## src/shared/gpa_consts.svh

```systemverilog
`ifndef GPA_CONSTS_SVH
`define GPA_CONSTS_SVH

// Register byte offsets on the APB bus.
`define GPA_OFS_PIN_VALUE 12'h000
`define GPA_OFS_DIRECTION 12'h004
`define GPA_OFS_LATCH 12'h008
`define GPA_OFS_ANALOG_SEL 12'h00C
`define GPA_OFS_PIN_SET 12'h010
`define GPA_OFS_PIN_CLR 12'h014

// Reset values.
`define GPA_RST_DIRECTION 8'hFF
`define GPA_RST_LATCH 8'h00
`define GPA_RST_ANALOG_SEL 8'h2F

// Field layout.
`define GPA_ANALOG_SEL_MASK 8'h2F
`define GPA_INPUT_ONLY_BIT 3
`define GPA_INPUT_ONLY_MASK 8'h08
`define GPA_PORT_WIDTH 8

`endif

```

## src/shared/gpa_pkg.sv

```systemverilog
package gpa_pkg;

  typedef logic [7:0] gpa_byte_t;

  typedef enum logic [2:0] {
    GPA_REG_PIN,
    GPA_REG_DIR,
    GPA_REG_LAT,
    GPA_REG_ANS,
    GPA_REG_SET,
    GPA_REG_CLR,
    GPA_REG_NONE
  } gpa_reg_e;

  typedef enum logic [0:0] {
    GPA_BUS_IDLE,
    GPA_BUS_HELD
  } gpa_bus_e;

endpackage

```

## src/logic/gpa_port.sv

```systemverilog
// Added by the designer: the address map and the APB register port.
`timescale 1ns/1ps
`include "gpa_consts.svh"
// What this block does
// (RQ1) An enabled peripheral takes the pin from the latch; the pin stays readable.
// (RQ2) Writing the latch register acts like writing the pin value register.
// (RQ3) Latch reads return the latch; pin value reads return pin levels.
// (RQ4) An analog select bit disables that pin's digital input buffer.
// (RQ5) Eight bidirectional pins; direction bit one makes the pin an input.
// (RQ6) Direction bit zero drives the latch value onto the pin.
// (RQ7) Bit 3 is input only unless an LCD common or segment claim drives it; its direction reads one, its value read-only.
// (RQ8) Port writes read the pins, modify them, and store into the latch.
// (RQ9) Direction bits still steer the drivers on analog pins.
// (RQ10) Software should keep analog pins set as inputs.
// (RQ11) Digital reads of an analog pin return zero.
// (RQ12) Analog select never blocks a pin's digital output.
// (RQ13) Analog select bits reset to analog; software clears them for digital use.
// (RQ14) Among enabled output functions the highest priority one owns the pin; an enabled reference or clock input pin claim outranks them.
// (RQ15) Analog inputs work in analog mode; digital outputs still drive by priority.
// (RQ16) Fixed per-pin priority among segment, common, clock and timer functions, with the latch last.
// (RQ17) Pin levels pass a two-stage synchroniser before register reads.
module gpa_port (
  // Clock, reset and enable
  input wire logic clk_i,
  input wire logic rst_n_i,
  input wire logic ce_i,
  // APB slave
  input wire logic psel,
  input wire logic penable,
  input wire logic pwrite,
  input wire logic [11:0] paddr,
  input wire logic [31:0] pwdata,
  input wire logic [3:0] pstrb,
  output logic [31:0] prdata,
  output logic pready,
  output logic pslverr,
  // Port pins
  input wire logic [7:0] pin_i,
  output gpa_pkg::gpa_byte_t pin_o,
  output gpa_pkg::gpa_byte_t pin_oe_o,
  output gpa_pkg::gpa_byte_t input_buffer_en_o,
  output gpa_pkg::gpa_byte_t pin_level_o,
  // LCD segment and common drivers
  input wire logic lcd_segment_twelve_en_i,
  input wire logic lcd_segment_twelve_i,
  input wire logic lcd_segment_seven_en_i,
  input wire logic lcd_segment_seven_i,
  input wire logic lcd_common_two_en_i,
  input wire logic lcd_common_two_i,
  input wire logic lcd_common_three_en_i,
  input wire logic lcd_common_three_i,
  input wire logic lcd_segment_fifteen_en_i,
  input wire logic lcd_segment_fifteen_i,
  input wire logic lcd_segment_four_en_i,
  input wire logic lcd_segment_four_i,
  input wire logic lcd_segment_six_en_i,
  input wire logic lcd_segment_six_i,
  input wire logic lcd_segment_one_en_i,
  input wire logic lcd_segment_one_i,
  input wire logic lcd_segment_two_en_i,
  input wire logic lcd_segment_two_i,
  // Reference, clock and timer functions
  input wire logic reference_en_i,
  input wire logic timer_zero_clock_input_en_i,
  input wire logic clock_output_pin_en_i,
  input wire logic clock_output_pin_i,
  input wire logic clock_input_pin_en_i
);

  import gpa_pkg::*;

  gpa_byte_t direction_q;
  gpa_byte_t latch_q;
  gpa_byte_t analog_sel_q;
  gpa_byte_t pin_sync;
  gpa_byte_t pin_read;
  gpa_byte_t pin_d;
  gpa_byte_t pin_oe_d;
  gpa_byte_t rd_data_d;
  gpa_bus_e bus_q;
  gpa_reg_e reg_sel;
  logic rd_err_q;
  logic [31:0] prdata_q;
  logic access_done;
  logic wr_fire;

  // Maps a byte address to the register it selects.
  function automatic gpa_reg_e decode_reg(input logic [11:0] addr);
    case (addr)
      `GPA_OFS_PIN_VALUE: decode_reg = GPA_REG_PIN;
      `GPA_OFS_DIRECTION: decode_reg = GPA_REG_DIR;
      `GPA_OFS_LATCH: decode_reg = GPA_REG_LAT;
      `GPA_OFS_ANALOG_SEL: decode_reg = GPA_REG_ANS;
      `GPA_OFS_PIN_SET: decode_reg = GPA_REG_SET;
      `GPA_OFS_PIN_CLR: decode_reg = GPA_REG_CLR;
      default: decode_reg = GPA_REG_NONE;
    endcase
  endfunction

  // Resolves up to two claiming functions over a fallback; returns {drive_enable, level}.
  function automatic logic [1:0] pick_owner(
    input logic en_a,
    input logic oe_a,
    input logic d_a,
    input logic en_b,
    input logic oe_b,
    input logic d_b,
    input logic oe_dflt,
    input logic d_dflt
  );
    if (en_a) begin
      pick_owner = {oe_a, d_a};
    end else if (en_b) begin
      pick_owner = {oe_b, d_b};
    end else begin
      pick_owner = {oe_dflt, d_dflt};
    end
  endfunction

  gpa_sync u_sync (
    .clk_i(clk_i),
    .rst_n_i(rst_n_i),
    .ce_i(ce_i),
    .async_i(pin_i),
    .sync_o(pin_sync)
  ); // RQ17

  // Analog pins read as zero so the disabled buffer never leaks an undefined level.
  assign pin_read = pin_sync & ~analog_sel_q; // RQ11 RQ3
  assign input_buffer_en_o = ~analog_sel_q; // RQ4

  assign reg_sel = decode_reg(paddr);
  assign access_done = psel && penable && ce_i && (bus_q == GPA_BUS_HELD);
  assign wr_fire = access_done && pwrite && (reg_sel != GPA_REG_NONE);

  // Zero wait state once the setup cycle has captured read data.
  assign pready = psel && penable && ce_i && (bus_q == GPA_BUS_HELD);
  assign prdata = prdata_q;
  assign pslverr = pready && rd_err_q;

  always_comb begin
    rd_data_d = 8'h00;
    case (reg_sel)
      GPA_REG_PIN: rd_data_d = pin_read; // RQ3
      GPA_REG_DIR: rd_data_d = direction_q | `GPA_INPUT_ONLY_MASK; // RQ7
      GPA_REG_LAT: rd_data_d = latch_q; // RQ3
      GPA_REG_ANS: rd_data_d = analog_sel_q & `GPA_ANALOG_SEL_MASK;
      GPA_REG_SET: rd_data_d = pin_read;
      GPA_REG_CLR: rd_data_d = pin_read;
      default: rd_data_d = 8'h00;
    endcase
  end

  // Read data is captured while the request is held, so prdata comes from a flip-flop.
  always_ff @(posedge clk_i or negedge rst_n_i) begin
    if (!rst_n_i) begin
      bus_q <= GPA_BUS_IDLE;
      prdata_q <= 32'h00000000;
      rd_err_q <= 1'b0;
    end else if (ce_i) begin
      case (bus_q)
        GPA_BUS_IDLE: begin
          if (psel) begin
            bus_q <= GPA_BUS_HELD;
            prdata_q <= {24'h000000, rd_data_d};
            rd_err_q <= (reg_sel == GPA_REG_NONE);
          end
        end
        GPA_BUS_HELD: begin
          if (access_done) begin
            bus_q <= GPA_BUS_IDLE;
          end else begin
            prdata_q <= {24'h000000, rd_data_d};
            rd_err_q <= (reg_sel == GPA_REG_NONE);
          end
        end
        default: bus_q <= GPA_BUS_IDLE;
      endcase
    end
  end

  // Bit 3 has no latch driver, so its direction bit is held at input.
  always_ff @(posedge clk_i or negedge rst_n_i) begin
    if (!rst_n_i) begin
      direction_q <= `GPA_RST_DIRECTION;
    end else if (ce_i && wr_fire && reg_sel == GPA_REG_DIR && pstrb[0]) begin
      direction_q <= pwdata[7:0] | `GPA_INPUT_ONLY_MASK; // RQ7 RQ5
    end
  end

  // All implemented select bits come up analog.
  always_ff @(posedge clk_i or negedge rst_n_i) begin
    if (!rst_n_i) begin
      analog_sel_q <= `GPA_RST_ANALOG_SEL; // RQ13
    end else if (ce_i && wr_fire && reg_sel == GPA_REG_ANS && pstrb[0]) begin
      analog_sel_q <= pwdata[7:0] & `GPA_ANALOG_SEL_MASK;
    end
  end

  // Writes through the pin path start from the pins as read, not from the latch.
  // An analog pin reads zero here, so a set or clear on a neighbour can zero its latch.
  always_ff @(posedge clk_i or negedge rst_n_i) begin
    if (!rst_n_i) begin
      latch_q <= `GPA_RST_LATCH;
    end else if (ce_i && wr_fire) begin
      case (reg_sel)
        GPA_REG_PIN, GPA_REG_LAT: begin
          if (pstrb[0]) begin
            latch_q <= pwdata[7:0]; // RQ2
          end else begin
            latch_q <= pin_read; // RQ8
          end
        end
        GPA_REG_SET: begin
          latch_q <= pin_read | pwdata[7:0]; // RQ8
        end
        GPA_REG_CLR: begin
          latch_q <= pin_read & ~pwdata[7:0]; // RQ8
        end
        default: latch_q <= latch_q;
      endcase
    end
  end

  // Analog select does not enter the driver path; direction still gates the latch.
  always_comb begin
    logic [1:0] own;
    own = 2'b00;
    pin_d = 8'h00;
    pin_oe_d = 8'h00;
    own = pick_owner(lcd_segment_twelve_en_i, 1'b1, lcd_segment_twelve_i,
                     1'b0, 1'b0, 1'b0, ~direction_q[0], latch_q[0]); // RQ16 RQ14 RQ6
    {pin_oe_d[0], pin_d[0]} = own;
    own = pick_owner(lcd_segment_seven_en_i, 1'b1, lcd_segment_seven_i,
                     1'b0, 1'b0, 1'b0, ~direction_q[1], latch_q[1]); // RQ16
    {pin_oe_d[1], pin_d[1]} = own;
    own = pick_owner(lcd_common_two_en_i, 1'b1, lcd_common_two_i,
                     1'b0, 1'b0, 1'b0, ~direction_q[2], latch_q[2]); // RQ16
    {pin_oe_d[2], pin_d[2]} = own;
    own = pick_owner(lcd_common_three_en_i, 1'b1, lcd_common_three_i,
                     lcd_segment_fifteen_en_i, 1'b1, lcd_segment_fifteen_i,
                     1'b0, 1'b0); // RQ16 RQ7
    if (reference_en_i) begin
      own = 2'b00; // RQ14
    end
    {pin_oe_d[3], pin_d[3]} = own;
    own = pick_owner(lcd_segment_four_en_i, 1'b1, lcd_segment_four_i,
                     timer_zero_clock_input_en_i, 1'b0, 1'b0,
                     ~direction_q[4], latch_q[4]); // RQ16 RQ1
    {pin_oe_d[4], pin_d[4]} = own;
    own = pick_owner(lcd_segment_six_en_i, 1'b1, lcd_segment_six_i,
                     1'b0, 1'b0, 1'b0, ~direction_q[5], latch_q[5]); // RQ16
    {pin_oe_d[5], pin_d[5]} = own;
    own = pick_owner(clock_output_pin_en_i, 1'b1, clock_output_pin_i,
                     lcd_segment_one_en_i, 1'b1, lcd_segment_one_i,
                     ~direction_q[6], latch_q[6]); // RQ16 RQ1
    {pin_oe_d[6], pin_d[6]} = own;
    own = pick_owner(clock_input_pin_en_i, 1'b0, 1'b0,
                     lcd_segment_two_en_i, 1'b1, lcd_segment_two_i,
                     ~direction_q[7], latch_q[7]); // RQ16 RQ1
    {pin_oe_d[7], pin_d[7]} = own;
  end

  // Registered pin drive; direction controls drivers regardless of analog select.
  always_ff @(posedge clk_i or negedge rst_n_i) begin
    if (!rst_n_i) begin
      pin_o <= 8'h00;
      pin_oe_o <= 8'h00;
    end else if (ce_i) begin
      pin_o <= pin_d; // RQ12 RQ15
      pin_oe_o <= pin_oe_d; // RQ9 RQ5
    end
  end

  // Peripherals keep seeing the pin level even while they own the pin.
  always_ff @(posedge clk_i or negedge rst_n_i) begin
    if (!rst_n_i) begin
      pin_level_o <= 8'h00;
    end else if (ce_i) begin
      pin_level_o <= pin_read; // RQ1
    end
  end

endmodule

```

## src/logic/gpa_sync.sv

```systemverilog
`timescale 1ns/1ps
module gpa_sync (
  // Clock, reset and enable
  input wire logic clk_i,
  input wire logic rst_n_i,
  input wire logic ce_i,
  // Asynchronous levels in, synchronised levels out
  input wire logic [7:0] async_i,
  output logic [7:0] sync_o
);

  logic [7:0] stage1_q;
  logic [7:0] stage2_q;

  // The first stage feeds only the second one, so a metastable bit never fans out.
  always_ff @(posedge clk_i or negedge rst_n_i) begin
    if (!rst_n_i) begin
      stage1_q <= 8'h00;
      stage2_q <= 8'h00;
    end else if (ce_i) begin
      stage1_q <= async_i;
      stage2_q <= stage1_q;
    end
  end

  assign sync_o = stage2_q;

endmodule

```

## config.mk

```make
export PLATFORM = sky130hd
export DESIGN_NAME = gpa_port
export DESIGN_NICKNAME = d
export VERILOG_FILES = /design/src/shared/gpa_pkg.sv /design/src/logic/gpa_port.sv /design/src/logic/gpa_sync.sv
export VERILOG_INCLUDE_DIRS = /design/src /design/src/shared
export SDC_FILE = /design/constraint.sdc
export NUM_CORES = 1
export LEC_CHECK = 0
export ABC_AREA = 1
export BUFFER_PORTS_ARGS = -buffer_cell sky130_fd_sc_hd__buf_2
export CELL_PAD_IN_SITES_DETAIL_PLACEMENT = 1
export CELL_PAD_IN_SITES_GLOBAL_PLACEMENT = 1
export CORE_ASPECT_RATIO = 1.1
export CORE_MARGIN = 3
export CORE_UTILIZATION = 30
export DETAILED_ROUTE_END_ITERATION = 7
export PLACE_DENSITY_LB_ADDON = 0.1
export SLEW_MARGIN = 20
export SYNTH_ARGS = -nofsm -noshare
export SYNTH_HDL_FRONTEND = slang
export SYNTH_SLANG_ARGS = --single-unit
export TNS_END_PERCENT = 10
```

## constraint.sdc

```tcl
create_clock -name clk_i -period 1.6 [get_ports clk_i]
set_input_delay 0.24 -clock clk_i [delete_from_list [all_inputs] [get_ports clk_i]]
set_output_delay 0.24 -clock clk_i [all_outputs]
set_load 0.02 [all_outputs]
```

==> results.json, run 1 <==
{
  "status": "finished, final reports clean",
  "fmax_mhz": 700,
  "grt_overflow": 0,
  "ctsRootBufferMaster": "clkbuf_16",
  "drtIter0Drc": 95,
  "cts_buffers": 9,
  "startpoint_type": "flop",
  "cp.required_ps": 1850,
  "cp-startpoint": "bus_q",
  "boundaryPins": 151,
  "cts.repair.resized": 0,
  "num-fill-cells": 1543,
  "core-area_um2": 12200,
  "grt_pass1_vias": 3680,
  "fin_crit_ps": 1430,
  "clk_latency_ps": 340,
  "synthTopCellsByArea": "dfrtp_1 (38%), nand2_1 (16%), dfstp_2 (8.3%)",
  "htree_num_levels": 3,
  "ys_seq_elements": 70,
  "drcViolationCount": 0,
  "layout_setup_ws_ps": 172,
  "synth_cell_types": 31,
  "antenna_cells": 0,
  "dpl.cell_count": 757,
  "ir_drop_mv": 0.411,
  "cp_data_arrival_time_ps": 1680,
  "nets": 700,
  "r2r-start": "bus_q",
  "clk_pin_slew_ps": 60,
  "port_buffers": 96,
  "p_leak_nw": 2.53,
  "clkSinkCount": 70,
  "antenna_found_initial": 0,
  "r2r_end": "analog_sel_q[0]",
  "multi_input_area_um2": 1640,
  "drt_pass1_iterations": 6,
  "maxCapViolations": 0,
  "rrSetupSlack_ps": 170,
  "dieArea_um2": 14000,
  "final_cells": 774,
  "grt_usage_pct": 16.6,
  "synth_edf_count": 0,
  "finalCritPeriodShare_pct": 89.2,
  "synth-seq-area-share_pct": 46.6,
  "rr_worst_depth": 6,
  "area_delta_synth_final_pct": 28.3,
  "cp_max_fo": 10,
  "pre_cts_ws_ps": -101,
  "rsz0062_at_grt": "yes",
  "dp_hpwl_mm": 8.68,
  "yosysWarnings": 0,
  "crit_path_end_kind": "flop",
  "yosys_most_used_dff": "dfrtp_1",
  "gp_congestion": 0.786,
  "path_class": "reg -> reg",
  "die_h_um": 124,
  "holdCritPathClass": "in -> reg",
  "row_count": 42,
  "grt_pass1_wl_mm": 18.2,
  "synth_cells": 492,
  "routedWlPerCell_um": 14.3,
  "start_util_pct": 31.1,
  "num_vias": 3498,
  "vias_per_cell": 4.52,
  "finalWirelength_mm": 11.1,
  "power_mw": 4.47,
  "grt_max_degree": 66,
  "cts_tree": "done",
  "clockBufferDepth": 2,
  "syn-cell-area_um2": 3790,
  "finalSetupViolations": 0,
  "endpoint": "analog_sel_q[0]",
  "synth_largest_area_cell": "dfrtp_1",
  "drv_slew": 0,
  "finalClockSkew_ps": 7.02,
  "die_w_um": 113,
  "synth_top_area_share_pct": 38.3,
  "pwr_density_cell_nw_per_um2": 918,
  "seq_area_um2": 1770,
  "ys_async_sr_fraction_pct": 100,
  "final_antenna_net_count": 0,
  "hold_violations": 0,
  "layout-drive-gt1-share_pct": 29.8,
  "avgSynthCellArea_um2": 7.71
}
[layer usage]
layer,global-route usage [%],up-vias,part of all wire (%)
li1,-,1748,-
met1,20.2,1663,43
met2,29.7,76,50
met3,2.58,11,5.0
met4,6.54,0,1.6
met5,0,-,0
[where the power goes]
part | total (mW) | internal, mW | switching [mW]
Clock | 1.95 | 1.18 | 0.769
Sequential | 1.92 | 1.87 | 0.0536
Combinational | 0.595 | 0.191 | 0.405
Total | 4.47 | 3.24 | 1.23
[placed cells by master, fill, tap and decap left out, drive strengths merged, types with 14 or more instances in the layout]
cell type	count
dfrtp	58
nand3	32
buf	126
o21ai	38
conb	27
nand2	166
nor2	47
inv	56
a21oi	14
[final cells by class]
class	count	share of cell area, %
sequential	70	36.3
multi-input combinational	351	33.8
timing repair buffer	127	15.5
clock buffer	12	5.48
inverter	56	4.42
tap	154	3.96
clock inverter	4	0.591
[critical path: stages (launching register included)]
cell,delay [ps]
dfrtp_1,360
nand4_1,150
inv_1,150
nand2_1,100
nor2_4,150
nand3_2,200
o21ai_0,230
[cells in the mapped netlist, drive strengths merged, types with 3 or more instances]
cell type and count:
buf 29, dfstp 12, dfrtp 58, inv 55, o211ai 10, clkbuf 11
o21ai 38, nand2 166, nand3 32, nor2 47, nand4 6, a31oi 3
a21oi 14
[what timing repair did]
| item | in CTS | in global routing |
|---|---|---|
| buffers inserted | 0 | 0 |
| hold buffers | 1 | 0 |
| hold endpoints to repair | 5 | 0 |
| setup endpoints to repair | 0 | 2 |
[state kept, by name, indices dropped and copies added, names as in the netlist]
name / flops
analog_sel_q: 5
bus_q: 1
direction_q: 7
latch_q: 8
pin_level_o: 8
pin_o: 8
pin_oe_o: 8
prdata: 8
rd_err_q: 1
u_sync.stage1_q: 8
u_sync.sync_o: 8
[worst min-delay path by stage]
stage	from	cells past startpoint	endpoint	slack, ps
CTS	pin_i[2]	3	u_sync.stage1_q[2]	90
finish	pin_i[3]	3	u_sync.stage1_q[3]	100
global route	pin_i[0]	3	u_sync.stage1_q[0]	120
detailed placement	rst_n_i	1	prdata[5]	80
global placement	rst_n_i	1	prdata[5]	80
floorplan	rst_n_i	0	bus_q	-60
[stage by stage]
stage	util (%)	TNS, ps	hold slack, ps	instance area, um^2
after global placement	37.4	-948	81.1	4560
after detailed placement	37.4	-1310	81.2	4560
after CTS	39.9	0	93.5	4870
after global routing	39.9	-29.6	119	4870
after floorplan	-	0	-55.6	3880
final	39.9	0	100	4870
[logic make-up (layout without fill, tap and decap cells)]
family / count (synthesis) / in the layout / share of synthesized area [%]
simple gates: 256 / 256 / 29.9
buf+inv: 96 / 199 / 12.5
flops: 70 / 70 / 46.6
compound gates: 66 / 66 / 10.2
other cells: 2 / 27 / 0.198
mux: 2 / 2 / 0.528
(Power assumes the default switching activity.)
==> run 2: changes to the inputs <==
--- a/config.mk
+++ b/config.mk
@@ -14,7 +14,9 @@
 export CORE_MARGIN = 3
 export CORE_UTILIZATION = 30
 export DETAILED_ROUTE_END_ITERATION = 7
+export GPL_TIMING_DRIVEN = 0
 export PLACE_DENSITY_LB_ADDON = 0.1
+export RECOVER_POWER = 100
 export SLEW_MARGIN = 20
 export SYNTH_ARGS = -nofsm -noshare
 export SYNTH_HDL_FRONTEND = slang
==> results.json, run 2 (synthesis gave the netlist of run 1 again) <==
{
  "status": "finished, final reports clean",
  "area_delta_synth_final_pct": 30.0,
  "worst_pin_slew_ps": 869,
  "vias_per_cell": 4.64,
  "die_w_um": 113,
  "drtIter0Drc": 167,
  "core-area_um2": 12200,
  "boundaryPins": 151,
  "nets": 714,
  "final_antenna_net_count": 0,
  "clk_pin_slew_ps": 60,
  "fmax_mhz": 641,
  "clkSinkCount": 70,
  "final_cells": 788,
  "grtUsageMet2_pct": 31.7,
  "gp_congestion": 0.803,
  "dp_hpwl_mm": 9.46,
  "num_vias": 3656,
  "grt_pass1_wl_mm": 19.1,
  "grt_usage_pct": 17.5,
  "finalClockSkew_ps": 10.3,
  "power_mw": 4.54,
  "fin_crit_ps": 1560,
  "antenna_cells": 0,
  "crit_path_end_kind": "flop",
  "drv_slew": 0,
  "ctsRootBufferMaster": "clkbuf_16",
  "num-fill-cells": 1571,
  "grt_util_met1_pct": 21.9,
  "start_util_pct": 31.1,
  "cts_tree": "done",
  "die_h_um": 124,
  "finalWirelength_mm": 12.3,
  "busiest_layer": "met2",
  "dieArea_um2": 14000,
  "routedWlPerCell_um": 15.7,
  "drt_pass1_iterations": 4,
  "p_leak_nw": 2.46,
  "port_buffers": 95,
  "grt_max_degree": 40,
  "clockBufferDepth": 2,
  "grt_pass1_vias": 3733,
  "hold_violations": 0,
  "cp.required_ps": 1860,
  "grt_overflow": 0,
  "antenna_found_initial": 0,
  "finalCritPeriodShare_pct": 97.4,
  "cp_max_fo": 10,
  "cp_data_arrival_time_ps": 1820,
  "slew_headroom_pct": 42.1,
  "grt_use_met3_pct": 2.48,
  "maxCapViolations": 0,
  "dpl.cell_count": 767,
  "htree_num_levels": 3,
  "holdCritPathClass": "in -> reg",
  "ir_drop_mv": 0.478,
  "rsz0062_at_grt": "yes",
  "path_class": "in -> reg",
  "layout_setup_ws_ps": 41.1,
  "pre_cts_ws_ps": -349,
  "pwr_density_cell_nw_per_um2": 922,
  "finalSetupViolations": 0,
  "startpoint_type": "primary input",
  "final_cell_mix": "nand2_1 (158), buf_2 (59), dfrtp_1 (58)",
  "row_count": 42,
  "clk_latency_ps": 330,
  "drcViolationCount": 0,
  "cts_buffers": 9,
  "final_common_cell": "nand2_1",
  "layout-drive-gt1-share_pct": 24.1
}
[run 2: timing repair]
action | in CTS | in global routing
resized for setup | 1 | 12
endpoints found under the setup margin | 1 | 23
gates cloned | 0 | 1
setup buffers | 0 | 3
hold buffers | 1 | 0
endpoints found under the hold margin | 24 | 0
pin swaps | 0 | 3
[run 2: routing by layer]
metal / share of wire (%) / wire length [um]
met1: 43 / 5350
met2: 50 / 6230
met3: 4.6 / 562
met4: 1.7 / 208
met5: 0 / 0
[run 2: metrics by stage]
stage	instance area, um^2	TNS [ps]	utilization (%)	hold WS, ps
final	4930	0	40.4	106
after global routing	4930	-340	40.4	109
after CTS	4880	0	40.0	99.9
after detailed placement	4580	-10700	37.5	233
after global placement	4550	-19740	37.3	440
after floorplan	3880	0	-	-55.6
[run 2: report_power, final]
group	switching, mW	internal, mW
registers	0.0550	1.87
logic	0.436	0.210
clock network	0.761	1.21
[run 2: layout make-up]
cell class | instances | area (um^2) | area share (%)
buffer | 40 | 260 | 5.28
inverter | 56 | 215 | 4.37
tap | 154 | 193 | 3.91
sequential | 70 | 1770 | 35.9
clock buffer | 11 | 233 | 4.72
clock inverter | 5 | 60.1 | 1.22
multi-input combinational | 352 | 1700 | 34.6
timing repair buffer | 100 | 495 | 10.1
[run 2: worst paths after layout]
| kind | from | to | slack [ps] | depth (start not counted) |
|---|---|---|---|---|
| max | paddr[0] | direction_q[7] | 40 | 12 |
| min | pin_i[3] | u_sync.stage1_q[3] | 110 | 3 |
| max reg2reg | bus_q | direction_q[7] | 100 | 8 |
| min reg2reg | u_sync.stage1_q[2] | u_sync.stage1_q[2] | 470 | 2 |
| max in group asynchronous | rst_n_i | analog_sel_q[1] | 270 | 3 |
| min in group asynchronous | rst_n_i | prdata[7] | 560 | 2 |
[run 2: worst max-delay path: stages]
cell and delay (ps):
buf_2 110, nor2_4 240, inv_1 150, nor2_4 190, inv_2 60, nand2_4 100, inv_4 50, nor2_4 160
nand3_4 160, buf_6 210, nand2_1 80, o21ai_2 50
